`src/core/spi_fifo_pkg.sv`:
```
// Shared constants, register map and types of the SPI FIFO purge/threshold block
package spi_fifo_pkg;
    // ------------------------------------------------------------
    // Widths
    // ------------------------------------------------------------
    localparam int ADDR_W     = 5;
    localparam int DATA_W     = 32;
    localparam int BYTE_W     = 8;
    localparam int FIFO_DEPTH = 4;
    localparam int CNT_W      = 3;
    localparam int THR_W      = 2;
    localparam int IRQ_W      = 3;
    localparam int BIT_CNT_W  = 3;

    // ------------------------------------------------------------
    // Register map (byte addresses)
    // ------------------------------------------------------------
    localparam logic [ADDR_W-1:0] REG_CTRL     = 5'h00;
    localparam logic [ADDR_W-1:0] REG_TXDATA   = 5'h04;
    localparam logic [ADDR_W-1:0] REG_RXDATA   = 5'h08;
    localparam logic [ADDR_W-1:0] REG_IRQ_STAT = 5'h0C;
    localparam logic [ADDR_W-1:0] REG_IRQ_CLR  = 5'h10;
    localparam logic [ADDR_W-1:0] REG_IRQ_EN   = 5'h14;
    localparam logic [ADDR_W-1:0] REG_LEVEL    = 5'h18;

    // ------------------------------------------------------------
    // Field positions and reset values
    // ------------------------------------------------------------
    localparam int CTRL_TRIG_BIT    = 0;
    localparam int CTRL_ZFILL_BIT   = 1;
    localparam int CTRL_RXPURGE_BIT = 12;
    localparam int CTRL_TXPURGE_BIT = 13;
    localparam int CTRL_THR_LSB     = 14;
    localparam int IRQ_TX_BIT       = 0;
    localparam int IRQ_RX_BIT       = 1;
    localparam int IRQ_OVF_BIT      = 2;
    localparam int LVL_RX_LSB       = 8;
    localparam int LINK_CS_BIT      = 2;
    localparam int LINK_SCLK_BIT    = 1;
    localparam int LINK_MOSI_BIT    = 0;
    localparam logic [2:0]        LINK_RST  = 3'h4;
    localparam logic [BYTE_W-1:0] FILL_ZERO = 8'h00;
    localparam logic [1:0] RESP_OKAY   = 2'h0;
    localparam logic [1:0] RESP_SLVERR = 2'h2;

    typedef enum logic [0:0] {
        LINK_IDLE  = 1'b0,
        LINK_SHIFT = 1'b1
    } link_state_e;

    function automatic logic is_mapped(input logic [ADDR_W-1:0] a);
        is_mapped = (a == REG_CTRL) || (a == REG_TXDATA) || (a == REG_RXDATA) ||
                    (a == REG_IRQ_STAT) || (a == REG_IRQ_CLR) || (a == REG_IRQ_EN) ||
                    (a == REG_LEVEL);
    endfunction : is_mapped
endpackage : spi_fifo_pkg

```
`src/core/byte_fifo.sv`:
```
// Small byte FIFO with a synchronous flush that empties it while held
module byte_fifo #(
    parameter int W     = 8,
    parameter int DEPTH = 4,
    parameter int CW    = 3
) (
    // Clock and reset
    input  wire logic          clock,
    input  wire logic          rst,
    // Control
    input  wire logic          flush,
    input  wire logic          push,
    input  wire logic [W-1:0]  din,
    input  wire logic          pop,
    // State
    output logic      [W-1:0]  dout,
    output logic      [CW-1:0] count,
    output logic               full,
    output logic               empty
);
    // DEPTH must be a power of two: pointers wrap by overflow
    localparam int PW = $clog2(DEPTH);

    logic [W-1:0]  mem [DEPTH];
    logic [PW-1:0] rd_q;
    logic [PW-1:0] wr_q;
    logic [CW-1:0] cnt_q;
    wire           do_push = push && !full && !flush;
    wire           do_pop  = pop && !empty && !flush;

    assign dout  = mem[rd_q];
    assign count = cnt_q;
    assign full  = (cnt_q == CW'(DEPTH));
    assign empty = (cnt_q == '0);

    always_ff @(posedge clock) begin
        if (do_push) begin
            mem[wr_q] <= din;
        end
    end

    always_ff @(posedge clock) begin
        if (rst || flush) begin
            rd_q  <= '0;
            wr_q  <= '0;
            cnt_q <= '0;
        end else begin
            if (do_push) wr_q <= wr_q + 1'b1;
            if (do_pop)  rd_q <= rd_q + 1'b1;
            cnt_q <= cnt_q + CW'(do_push) - CW'(do_pop);
        end
    end
endmodule : byte_fifo

```
`src/core/link_sync.sv`:
```
// Two-stage synchroniser for link pins with edge detection after the second stage
module link_sync #(
    parameter int         W       = 3,
    parameter logic [2:0] RST_VAL = 3'h4
) (
    // Clock and reset
    input  wire logic         clock,
    input  wire logic         rst,
    // Pins and synchronised view
    input  wire logic [W-1:0] pin,
    output logic      [W-1:0] level,
    output logic      [W-1:0] rise,
    output logic      [W-1:0] fall
);
    logic [W-1:0] s1_q;
    logic [W-1:0] s2_q;
    logic [W-1:0] s3_q;

    assign level = s2_q;
    assign rise  = s2_q & ~s3_q;
    assign fall  = ~s2_q & s3_q;

    // Only the second stage reads the first
    always_ff @(posedge clock) begin
        if (rst) begin
            s1_q <= W'(RST_VAL);
            s2_q <= W'(RST_VAL);
            s3_q <= W'(RST_VAL);
        end else begin
            s1_q <= pin;
            s2_q <= s1_q;
            s3_q <= s2_q;
        end
    end
endmodule : link_sync

```
`src/core/spi_fifo_top.sv`:
```
// SPI slave FIFO controller: purge controls, interrupt threshold, AXI4-Lite registers
// ------------------------------------------------------------
// ------------------------------------------------------------
//
// Design decisions made here: the register offsets and the AXI4-Lite interface to the registers.
module spi_fifo_top
    import spi_fifo_pkg::*;
(
    // Clock and reset
    input  wire logic              clock,
    input  wire logic              rst,
    // AXI4-Lite write address
    input  wire logic              s_axi_awvalid,
    output logic                   s_axi_awready,
    input  wire logic [ADDR_W-1:0] s_axi_awaddr,
    // AXI4-Lite write data
    input  wire logic              s_axi_wvalid,
    output logic                   s_axi_wready,
    input  wire logic [DATA_W-1:0] s_axi_wdata,
    input  wire logic [3:0]        s_axi_wstrb,
    // AXI4-Lite write response
    output logic                   s_axi_bvalid,
    input  wire logic              s_axi_bready,
    output logic      [1:0]        s_axi_bresp,
    // AXI4-Lite read address
    input  wire logic              s_axi_arvalid,
    output logic                   s_axi_arready,
    input  wire logic [ADDR_W-1:0] s_axi_araddr,
    // AXI4-Lite read data
    output logic                   s_axi_rvalid,
    input  wire logic              s_axi_rready,
    output logic      [DATA_W-1:0] s_axi_rdata,
    output logic      [1:0]        s_axi_rresp,
    // SPI link
    input  wire logic              spi_sclk,
    input  wire logic              spi_cs_n,
    input  wire logic              spi_mosi,
    output logic                   spi_miso,
    output logic                   spi_miso_oe,
    // Events
    output logic                   xfer_req,
    output logic                   irq
);
    // ------------------------------------------------------------
    // Registers
    // ------------------------------------------------------------
    logic              awready_q, wready_q, bvalid_q, arready_q, rvalid_q;
    logic [1:0]        bresp_q, rresp_q;
    logic [DATA_W-1:0] rdata_q;
    logic              aw_held_q, w_held_q;
    logic [ADDR_W-1:0] awaddr_q;
    logic [DATA_W-1:0] wdata_q;
    logic [3:0]        wstrb_q;
    logic              trig_q, zfill_q, tx_purge_q, rx_purge_q;
    logic [THR_W-1:0]  thr_q;
    logic [IRQ_W-1:0]  irq_stat_q, irq_en_q;
    logic              irq_q, xfer_req_q, miso_q, miso_oe_q;
    logic [BYTE_W-1:0] shift_q, rx_shift_q, last_sent_q;
    logic [BIT_CNT_W-1:0] bit_cnt_q;
    logic [CNT_W-1:0]  tx_sent_q;
    link_state_e       link_q;

    // ------------------------------------------------------------
    // FIFOs and link synchroniser
    // ------------------------------------------------------------
    logic [BYTE_W-1:0] tx_dout, rx_dout, rx_byte, load_byte;
    logic [CNT_W-1:0]  tx_count, rx_count;
    logic              tx_full, tx_empty, rx_full, rx_empty;
    logic [2:0]        lnk_lvl, lnk_rise, lnk_fall;
    logic              tx_push, tx_pop, rx_push, rx_pop;
    logic [BYTE_W-1:0] tx_din;

    byte_fifo #(.W(BYTE_W), .DEPTH(FIFO_DEPTH), .CW(CNT_W)) u_tx_fifo (
        .clock (clock),
        .rst   (rst),
        .flush (tx_purge_q),
        .push  (tx_push),
        .din   (tx_din),
        .pop   (tx_pop),
        .dout  (tx_dout),
        .count (tx_count),
        .full  (tx_full),
        .empty (tx_empty)
    );

    byte_fifo #(.W(BYTE_W), .DEPTH(FIFO_DEPTH), .CW(CNT_W)) u_rx_fifo (
        .clock (clock),
        .rst   (rst),
        .flush (rx_purge_q),
        .push  (rx_push),
        .din   (rx_byte),
        .pop   (rx_pop),
        .dout  (rx_dout),
        .count (rx_count),
        .full  (rx_full),
        .empty (rx_empty)
    );

    link_sync #(.W(3), .RST_VAL(LINK_RST)) u_link_sync (
        .clock (clock),
        .rst   (rst),
        .pin   ({spi_cs_n, spi_sclk, spi_mosi}),
        .level (lnk_lvl),
        .rise  (lnk_rise),
        .fall  (lnk_fall)
    );

    // ------------------------------------------------------------
    // Bus decode
    // ------------------------------------------------------------
    wire              aw_take  = s_axi_awvalid && awready_q;
    wire              w_take   = s_axi_wvalid && wready_q;
    wire              aw_have  = aw_held_q || aw_take;
    wire              w_have   = w_held_q || w_take;
    wire              do_wr    = aw_have && w_have && !bvalid_q;
    wire [ADDR_W-1:0] wr_addr  = aw_held_q ? awaddr_q : s_axi_awaddr;
    wire [DATA_W-1:0] wr_data  = w_held_q ? wdata_q : s_axi_wdata;
    wire [3:0]        wr_strb  = w_held_q ? wstrb_q : s_axi_wstrb;
    wire              aw_next  = aw_have && !do_wr;
    wire              w_next   = w_have && !do_wr;
    wire              b_next   = do_wr || (bvalid_q && !s_axi_bready);
    wire              ar_take  = s_axi_arvalid && arready_q;
    wire              r_next   = ar_take || (rvalid_q && !s_axi_rready);
    wire              wr_ctrl  = do_wr && (wr_addr == REG_CTRL);
    wire              wr_tx    = do_wr && (wr_addr == REG_TXDATA) && wr_strb[0];
    wire              wr_clr   = do_wr && (wr_addr == REG_IRQ_CLR) && wr_strb[0];
    wire              wr_en    = do_wr && (wr_addr == REG_IRQ_EN) && wr_strb[0];
    wire              rd_rx    = ar_take && (s_axi_araddr == REG_RXDATA);

    assign tx_push = wr_tx && !tx_purge_q;
    assign rx_pop  = rd_rx;
    assign tx_din  = wr_data[BYTE_W-1:0];

    logic [DATA_W-1:0] rd_mux;
    always_comb begin
        rd_mux = '0;
        case (s_axi_araddr)
            REG_CTRL: begin
                rd_mux[CTRL_TRIG_BIT]                  = trig_q;
                rd_mux[CTRL_ZFILL_BIT]                 = zfill_q;
                rd_mux[CTRL_RXPURGE_BIT]               = rx_purge_q;
                rd_mux[CTRL_TXPURGE_BIT]               = tx_purge_q;
                rd_mux[CTRL_THR_LSB +: THR_W]          = thr_q;
            end
            REG_RXDATA:   rd_mux[BYTE_W-1:0]           = rx_empty ? FILL_ZERO : rx_dout;
            REG_IRQ_STAT: rd_mux[IRQ_W-1:0]            = irq_stat_q;
            REG_IRQ_EN:   rd_mux[IRQ_W-1:0]            = irq_en_q;
            REG_LEVEL: begin
                rd_mux[CNT_W-1:0]                      = tx_count;
                rd_mux[LVL_RX_LSB +: CNT_W]            = rx_count;
            end
            default:      rd_mux                       = '0;
        endcase
    end

    // ------------------------------------------------------------
    // AXI4-Lite handshake
    // ------------------------------------------------------------
    always_ff @(posedge clock) begin
        if (rst) begin
            awready_q <= 1'b0;
            wready_q  <= 1'b0;
            bvalid_q  <= 1'b0;
            bresp_q   <= RESP_OKAY;
            aw_held_q <= 1'b0;
            w_held_q  <= 1'b0;
            awaddr_q  <= '0;
            wdata_q   <= '0;
            wstrb_q   <= '0;
        end else begin
            awready_q <= !aw_next && !b_next;
            wready_q  <= !w_next && !b_next;
            bvalid_q  <= b_next;
            aw_held_q <= aw_next;
            w_held_q  <= w_next;
            if (aw_take) awaddr_q <= s_axi_awaddr;
            if (w_take) begin
                wdata_q <= s_axi_wdata;
                wstrb_q <= s_axi_wstrb;
            end
            if (do_wr) bresp_q <= is_mapped(wr_addr) ? RESP_OKAY : RESP_SLVERR;
        end
    end

    always_ff @(posedge clock) begin
        if (rst) begin
            arready_q <= 1'b0;
            rvalid_q  <= 1'b0;
            rdata_q   <= '0;
            rresp_q   <= RESP_OKAY;
        end else begin
            arready_q <= !r_next;
            rvalid_q  <= r_next;
            if (ar_take) begin
                rdata_q <= rd_mux;
                rresp_q <= is_mapped(s_axi_araddr) ? RESP_OKAY : RESP_SLVERR;
            end
        end
    end

    // ------------------------------------------------------------
    // Control register
    // ------------------------------------------------------------
    always_ff @(posedge clock) begin
        if (rst) begin
            trig_q     <= 1'b0;
            zfill_q    <= 1'b0;
            rx_purge_q <= 1'b0;
            tx_purge_q <= 1'b0;
            thr_q      <= '0;
        end else if (wr_ctrl) begin
            if (wr_strb[0]) begin
                trig_q  <= wr_data[CTRL_TRIG_BIT];
                zfill_q <= wr_data[CTRL_ZFILL_BIT];
            end
            if (wr_strb[1]) begin
                rx_purge_q <= wr_data[CTRL_RXPURGE_BIT];
                tx_purge_q <= wr_data[CTRL_TXPURGE_BIT];
                thr_q      <= wr_data[CTRL_THR_LSB +: THR_W];
            end
        end
    end

    // ------------------------------------------------------------
    // Serial link (mode 0 slave)
    // ------------------------------------------------------------
    wire             active    = !lnk_lvl[LINK_CS_BIT];
    wire             cs_start  = lnk_fall[LINK_CS_BIT];
    wire             sck_rise  = lnk_rise[LINK_SCLK_BIT] && active;
    wire             sck_fall  = lnk_fall[LINK_SCLK_BIT] && active;
    wire             byte_done = sck_rise && (bit_cnt_q == '1);
    // Next byte is fetched only when its first bit must go out, on the falling edge
    // after the eighth bit, so a frame that ends after one byte still pops the next byte
    wire             next_load = sck_fall && (bit_cnt_q == '0);
    wire             load_now  = (cs_start && link_q == LINK_IDLE) || next_load;
    wire             tx_avail  = !tx_purge_q && !tx_empty;
    wire [CNT_W-1:0] thr_cnt   = {1'b0, thr_q} + 3'h1;
    wire             tx_hit    = byte_done && ((tx_sent_q + 3'h1) == thr_cnt);
    wire             rx_hit    = !rx_purge_q && (rx_count >= thr_cnt);

    // Previous byte is repeated unless zeros are selected
    assign load_byte = tx_avail ? tx_dout :
                       (zfill_q ? FILL_ZERO : last_sent_q);
    assign tx_pop    = load_now && tx_avail;
    assign rx_byte   = {rx_shift_q[BYTE_W-2:0], lnk_lvl[LINK_MOSI_BIT]};
    assign rx_push   = byte_done && !rx_purge_q;

    always_ff @(posedge clock) begin
        if (rst) begin
            link_q      <= LINK_IDLE;
            bit_cnt_q   <= '0;
            shift_q     <= '0;
            rx_shift_q  <= '0;
            last_sent_q <= '0;
            miso_q      <= 1'b0;
            miso_oe_q   <= 1'b0;
            tx_sent_q   <= '0;
        end else begin
            miso_oe_q <= active;
            case (link_q)
                LINK_IDLE: begin
                    bit_cnt_q <= '0;
                    if (cs_start) begin
                        link_q      <= LINK_SHIFT;
                        miso_q      <= load_byte[BYTE_W-1];
                        shift_q     <= {load_byte[BYTE_W-2:0], 1'b0};
                        last_sent_q <= load_byte;
                    end
                end
                LINK_SHIFT: begin
                    if (!active) begin
                        link_q <= LINK_IDLE;
                    end else begin
                        if (sck_rise) begin
                            bit_cnt_q  <= bit_cnt_q + 1'b1;
                            rx_shift_q <= rx_byte;
                        end
                        if (byte_done) begin
                            tx_sent_q <= tx_hit ? '0 : tx_sent_q + 3'h1;
                        end
                        if (next_load) begin
                            miso_q      <= load_byte[BYTE_W-1];
                            shift_q     <= {load_byte[BYTE_W-2:0], 1'b0};
                            last_sent_q <= load_byte;
                        end else if (sck_fall) begin
                            miso_q  <= shift_q[BYTE_W-1];
                            shift_q <= {shift_q[BYTE_W-2:0], 1'b0};
                        end
                    end
                end
                default: link_q <= LINK_IDLE;
            endcase
        end
    end

    // ------------------------------------------------------------
    // Interrupts and transfer trigger
    // ------------------------------------------------------------
    logic [IRQ_W-1:0] irq_set;
    always_comb begin
        irq_set              = '0;
        irq_set[IRQ_TX_BIT]  = tx_hit;
        irq_set[IRQ_RX_BIT]  = rx_hit;
        irq_set[IRQ_OVF_BIT] = byte_done && !rx_purge_q && rx_full;
    end

    wire [IRQ_W-1:0] clr_mask = wr_clr ? wr_data[IRQ_W-1:0] : '0;
    wire             start    = (rd_rx && !trig_q) || (tx_push && trig_q);

    always_ff @(posedge clock) begin
        if (rst) begin
            irq_stat_q <= '0;
            irq_en_q   <= '0;
            irq_q      <= 1'b0;
            xfer_req_q <= 1'b0;
        end else begin
            // Set beats a clear landing in the same cycle
            irq_stat_q <= (irq_stat_q & ~clr_mask) | irq_set;
            if (wr_en) irq_en_q <= wr_data[IRQ_W-1:0];
            irq_q      <= |(irq_stat_q & irq_en_q);
            xfer_req_q <= start;
        end
    end

    assign s_axi_awready = awready_q;
    assign s_axi_wready  = wready_q;
    assign s_axi_bvalid  = bvalid_q;
    assign s_axi_bresp   = bresp_q;
    assign s_axi_arready = arready_q;
    assign s_axi_rvalid  = rvalid_q;
    assign s_axi_rdata   = rdata_q;
    assign s_axi_rresp   = rresp_q;
    assign spi_miso      = miso_q;
    assign spi_miso_oe   = miso_oe_q;
    assign xfer_req      = xfer_req_q;
    assign irq           = irq_q;

    // ------------------------------------------------------------
    // Assertions
    // ------------------------------------------------------------
    rx_thresh_a: assert property (@(posedge clock) disable iff (rst)
        (!rx_purge_q && rx_count >= ({1'b0, thr_q} + 3'h1)) |=> irq_stat_q[IRQ_RX_BIT])
        else $error("rx threshold reached without rx interrupt");
    tx_purge_a: assert property (@(posedge clock) disable iff (rst)
        tx_purge_q |=> (tx_count == '0))
        else $error("tx FIFO not empty during purge");
    purge_fill_a: assert property (@(posedge clock) disable iff (rst)
        (load_now && tx_purge_q && link_q == LINK_SHIFT) |=>
        (last_sent_q == ($past(zfill_q) ? FILL_ZERO : $past(last_sent_q))))
        else $error("wrong fill byte during tx purge");
    tx_drop_a: assert property (@(posedge clock) disable iff (rst)
        (tx_purge_q && wr_tx) |-> !tx_push)
        else $error("tx write accepted during purge");
    tx_resume_a: assert property (@(posedge clock) disable iff (rst)
        (wr_tx && !tx_purge_q && !tx_full && !tx_pop) |=>
        (tx_count == CNT_W'($past(tx_count) + 3'h1)))
        else $error("tx write lost after purge cleared");
    rx_purge_a: assert property (@(posedge clock) disable iff (rst)
        rx_purge_q |=> (rx_count == '0))
        else $error("rx FIFO not empty during purge");
    rx_noirq_a: assert property (@(posedge clock) disable iff (rst)
        (rx_purge_q && !irq_stat_q[IRQ_RX_BIT]) |=> !irq_stat_q[IRQ_RX_BIT])
        else $error("rx interrupt raised during purge");
    read_start_a: assert property (@(posedge clock) disable iff (rst)
        (rx_purge_q && !trig_q && rd_rx) |=> xfer_req_q ##1 !xfer_req_q)
        else $error("rx read did not start a transfer");
    empty_fill_a: assert property (@(posedge clock) disable iff (rst)
        (cs_start && link_q == LINK_IDLE && tx_empty && zfill_q) |=> (last_sent_q == FILL_ZERO))
        else $error("zero fill not applied on empty tx FIFO");
endmodule : spi_fifo_top

```
`config.mk`:
```
export PLATFORM = sky130hd
export DESIGN_NAME = spi_fifo_top
export DESIGN_NICKNAME = d
export VERILOG_FILES = /design/src/core/spi_fifo_pkg.sv /design/src/core/byte_fifo.sv /design/src/core/link_sync.sv /design/src/core/spi_fifo_top.sv
export SDC_FILE = /design/constraint.sdc
export NUM_CORES = 1
export LEC_CHECK = 0
export ABC_AREA = 0
export BUFFER_PORTS_ARGS = -buffer_cell sky130_fd_sc_hd__buf_2
export CORE_MARGIN = 2
export CORE_UTILIZATION = 25
export CTS_BUF_LIST = sky130_fd_sc_hd__clkbuf_8
export DETAILED_ROUTE_END_ITERATION = 16
export PLACE_DENSITY_LB_ADDON = 0.15
export SLEW_MARGIN = 20
export SYNTH_ARGS = -nofsm -noshare
export SYNTH_HDL_FRONTEND = slang
export SYNTH_SLANG_ARGS = --single-unit
export TNS_END_PERCENT = 1
```
`constraint.sdc`:
```
create_clock -name clock -period 2.6 [get_ports clock]
set_clock_uncertainty 0.05 [all_clocks]
set_input_delay 0 -clock clock [delete_from_list [all_inputs] [get_ports clock]]
set_output_delay 0 -clock clock [all_outputs]
set_load 0.1 [all_outputs]
```
==> qor.yml <==
powerDensity_nw_per_um2: 556
worst_pin_slew_ps: 866
cp.depth: 11
htreeDepth: 4
status: "completed"
cts_tree: "yes"
antenna_found_initial: 1
grt_pass1_vias: 5278
layout-drive-gt1-share: 0.203
num_rows: 64
synth.top_cell.area_share: 0.296
post-dp-hpwl_microns: 13500
worstReg2RegStart: "bit_cnt_q[0]$_SDFFE_PP0P_"
synthAdderAreaFrac: 0.0376
relSlewSlack: 0.417
die_x_microns: 180
synth_compound_area_frac: 0.129
regToRegEndpoint: "u_tx_fifo.count[2]$_SDFF_PP0_"
critPathCapture: "u_rx_fifo.count[1]$_SDFF_PP0_"
die_y_microns: 180
final.min_clock_period_ps: 2510
yosysTopAreaCell: "dfxtp_1"
hp-class: "in -> reg"
path_cells: "dlygate4sd3_1, buf_2, or3b_4, or4_4, nor2_1, ha_1, inv_1, ha_1, fa_1, inv_1, nor2_1"
final-setup-viol-count: 0
synth_top_family_by_area: "simple AND/OR/NAND/NOR gates"
die_area_sq_um: 32300
synthSimpleGateAreaFrac: 0.148
power_leakage_uw: 0.00337
overflow: 0
clock_latency_ps: 460
synth_area_leaders: "dfxtp_1 (30%), edfxtp_1 (25%), mux4_2 (4.7%)"
crit_family: "simple AND/OR/NAND/NOR gates"
root_buffer: "clkbuf_8"
rsz0062_at_grt: "no"
synthMuxAreaShare: 0.0744
min_period_over_period: 0.966
cts_made_buffers: 17
nets: 898
start_kind: "input port"
path_max_fanout: 9
cp.arrival_ps: 2830
maxCapViolations: 0
cp.required_ps: 2920
drtIter0Drc: 289
grt_max_degree: 31
synth_edf_count: 64
timing_hold_violations_final: 0
synth_xor_area_frac: 0.0131
crit_type: "in -> reg"
coreArea_sq_um: 30500
r2r_slack_ps: 260
antenna_left: 0
fmax_ghz: 0.398
yosysWarningCount: 0
setup_tns_ps: 0
end_kind: "register"
path_buf_inv: 4
synthesis.area_sq_um: 7720
grt_pass1_wl_microns: 30100
gr-usage-all-layers: 0.120
post_synth.cell_area_avg_sq_um: 11.0
port_buffers: 59
cts.sinks: 178
via_per_inst: 4.48
wl_microns: 19100
dr.pass1.iters: 5
drc_errors: 0
cts_setup_buffers: 0
cts.path.max_buffers: 2
async_flop_share: 0
ir_worst_vdd_v: 0.000270
total_power_uw: 5220
synth_cell_types: 66
r2r_cells: 10
critical-path-max-stage-delay_ps: 580
gp_congestion: 0.735
worst_path_max_delay_cell: "or4_4"
clk_pin_slew_worst_paths_ps: 100
start_util: 0.253
ios: 101
post_drt_wl_per_cell_microns: 15.5
synth_common_cells: "dfxtp_1 (114), edfxtp_1 (64), nand2_1 (59)"
area_delta_synth_final_pct: 21.5
crit_start: "s_axi_araddr[3]"
syn_inst: 699
final_max_slew_viol_count: 0
yosysMostFrequentCell: "dfxtp_1"
ys_seq_area_frac: 0.545
ys_seq_elements: 178
ys.flop_type: "dfxtp_1"
vias: 5510
final cells by class:
| cell class | instances | area, sq um |
|---|---|---|
| repair buffers | 139 | 1050 |
| fillers | 3166 | 21100 |
| multi-input cells | 454 | 3180 |
| clock buffers | 17 | 234 |
| flip-flops and latches | 178 | 4210 |
| well taps | 396 | 495 |
| clock inverters | 15 | 93.8 |
| diodes | 1 | 2.50 |
| inverters | 30 | 113 |
worst min-delay path by stage:
stage                                      to     startpoint  cells past startpoint  slack (ps)
5_1_grt           s_axi_rresp[1]$_SDFFE_PP0N_  s_axi_arvalid                      3          40
2_1_floorplan  u_link_sync.s1_q[2]$_SDFF_PP1_       spi_cs_n                      1          50
3_5_place_dp   u_link_sync.s1_q[2]$_SDFF_PP1_       spi_cs_n                      2         170
4_1_cts           s_axi_rdata[2]$_SDFFE_PP0N_  s_axi_arvalid                      3          20
6_report             s_axi_arready$_SDFF_PP0_  s_axi_arvalid                      3          40
3_3_place_gp   u_link_sync.s1_q[2]$_SDFF_PP1_       spi_cs_n                      2         160
layout by cell type (no fill, tap or decap), types with 4 or more instances in the layout:
cell type	instances
or2_2	8
clkbuf_8	17
and2_1	12
nand2_1	59
nor3b_1	11
inv_1	32
a211oi_1	7
a22oi_1	13
ha_1	20
mux2i_1	9
buf_4	32
a21oi_1	55
nor2b_1	8
o21a_1	4
dfxtp_1	113
or3_1	4
nand3_1	13
conb_1	19
nand3b_1	4
a311o_1	7
nor4_1	10
dlygate4sd3_1	45
a31oi_1	16
edfxtp_1	64
mux2_2	11
buf_2	59
mux4_2	16
nor3_1	15
xnor2_1	9
a32o_1	7
o21ai_0	17
clkinv_2	5
nor2_1	47
nand2b_1	8
worst min-delay path, stage by stage:
cell	delay, ps
buf_2	90
and2_1	330
nor3_1	80
state kept, by name (all words and copies together) (netlist names), 5 cells and up, named ones only:
| name | cells |
|---|---|
| u_tx_fifo.mem | 32 |
| shift_q | 7 |
| u_rx_fifo.mem | 32 |
| s_axi_rdata | 15 |
| awaddr_q | 5 |
| rx_shift_q | 7 |
| wdata_q | 12 |
| last_sent_q | 8 |
kinds of logic (layout without fill, tap and decap cells):
family / count (synthesis) / after routing
AND/OR/NAND/NOR: 217 / 217
flip-flops: 178 / 178
AO/OA/AOI/OAI: 150 / 150
buffers and inverters: 85 / 201
multiplexers: 36 / 36
adder cells (fa/ha/maj): 22 / 22
XOR/XNOR: 10 / 10
other: 1 / 20
per-stage QoR:
| stage | utilization | area [sq um] | setup WS [ps] | cells | hold WS (ps) |
|---|---|---|---|---|---|
| detailed placement | 0.281 | 8590 | 194 | 1152 | 165 |
| CTS | 0.307 | 9370 | 119 | 1229 | 16.1 |
| floorplan | - | 7790 | -83.4 | 717 | 53.8 |
| global route | 0.307 | 9370 | 9.83 | 1229 | 40.2 |
| global placement | 0.281 | 8590 | 192 | 1152 | 165 |
| finish | 0.307 | 9370 | 89.6 | 1230 | 43.8 |
where the power goes:
part | internal, uW | switching (uW) | total (uW)
clock | 653 | 1020 | 1670
combinational | 167 | 420 | 587
sequential | 2920 | 34.5 | 2950
metal layers:
metal / GRT usage / part of all wire / wire [microns] / up-vias
met5: 0 / 0 / 0 / -
met3: 0.0267 / 0.038 / 720 / 24
met1: 0.162 / 0.48 / 9170 / 2630
li1: - / - / - / 2761
met4: 0.0429 / 0.022 / 413 / 0
met2: 0.189 / 0.46 / 8820 / 95
timing repair:
action / in CTS / in global routing
gates resized for setup: 0 / 1
hold endpoints to repair: 72 / 0
setup endpoints to repair: 0 / 1
hold buffers: 45 / 0
Note: power is estimated with default switching activity, not from simulation.
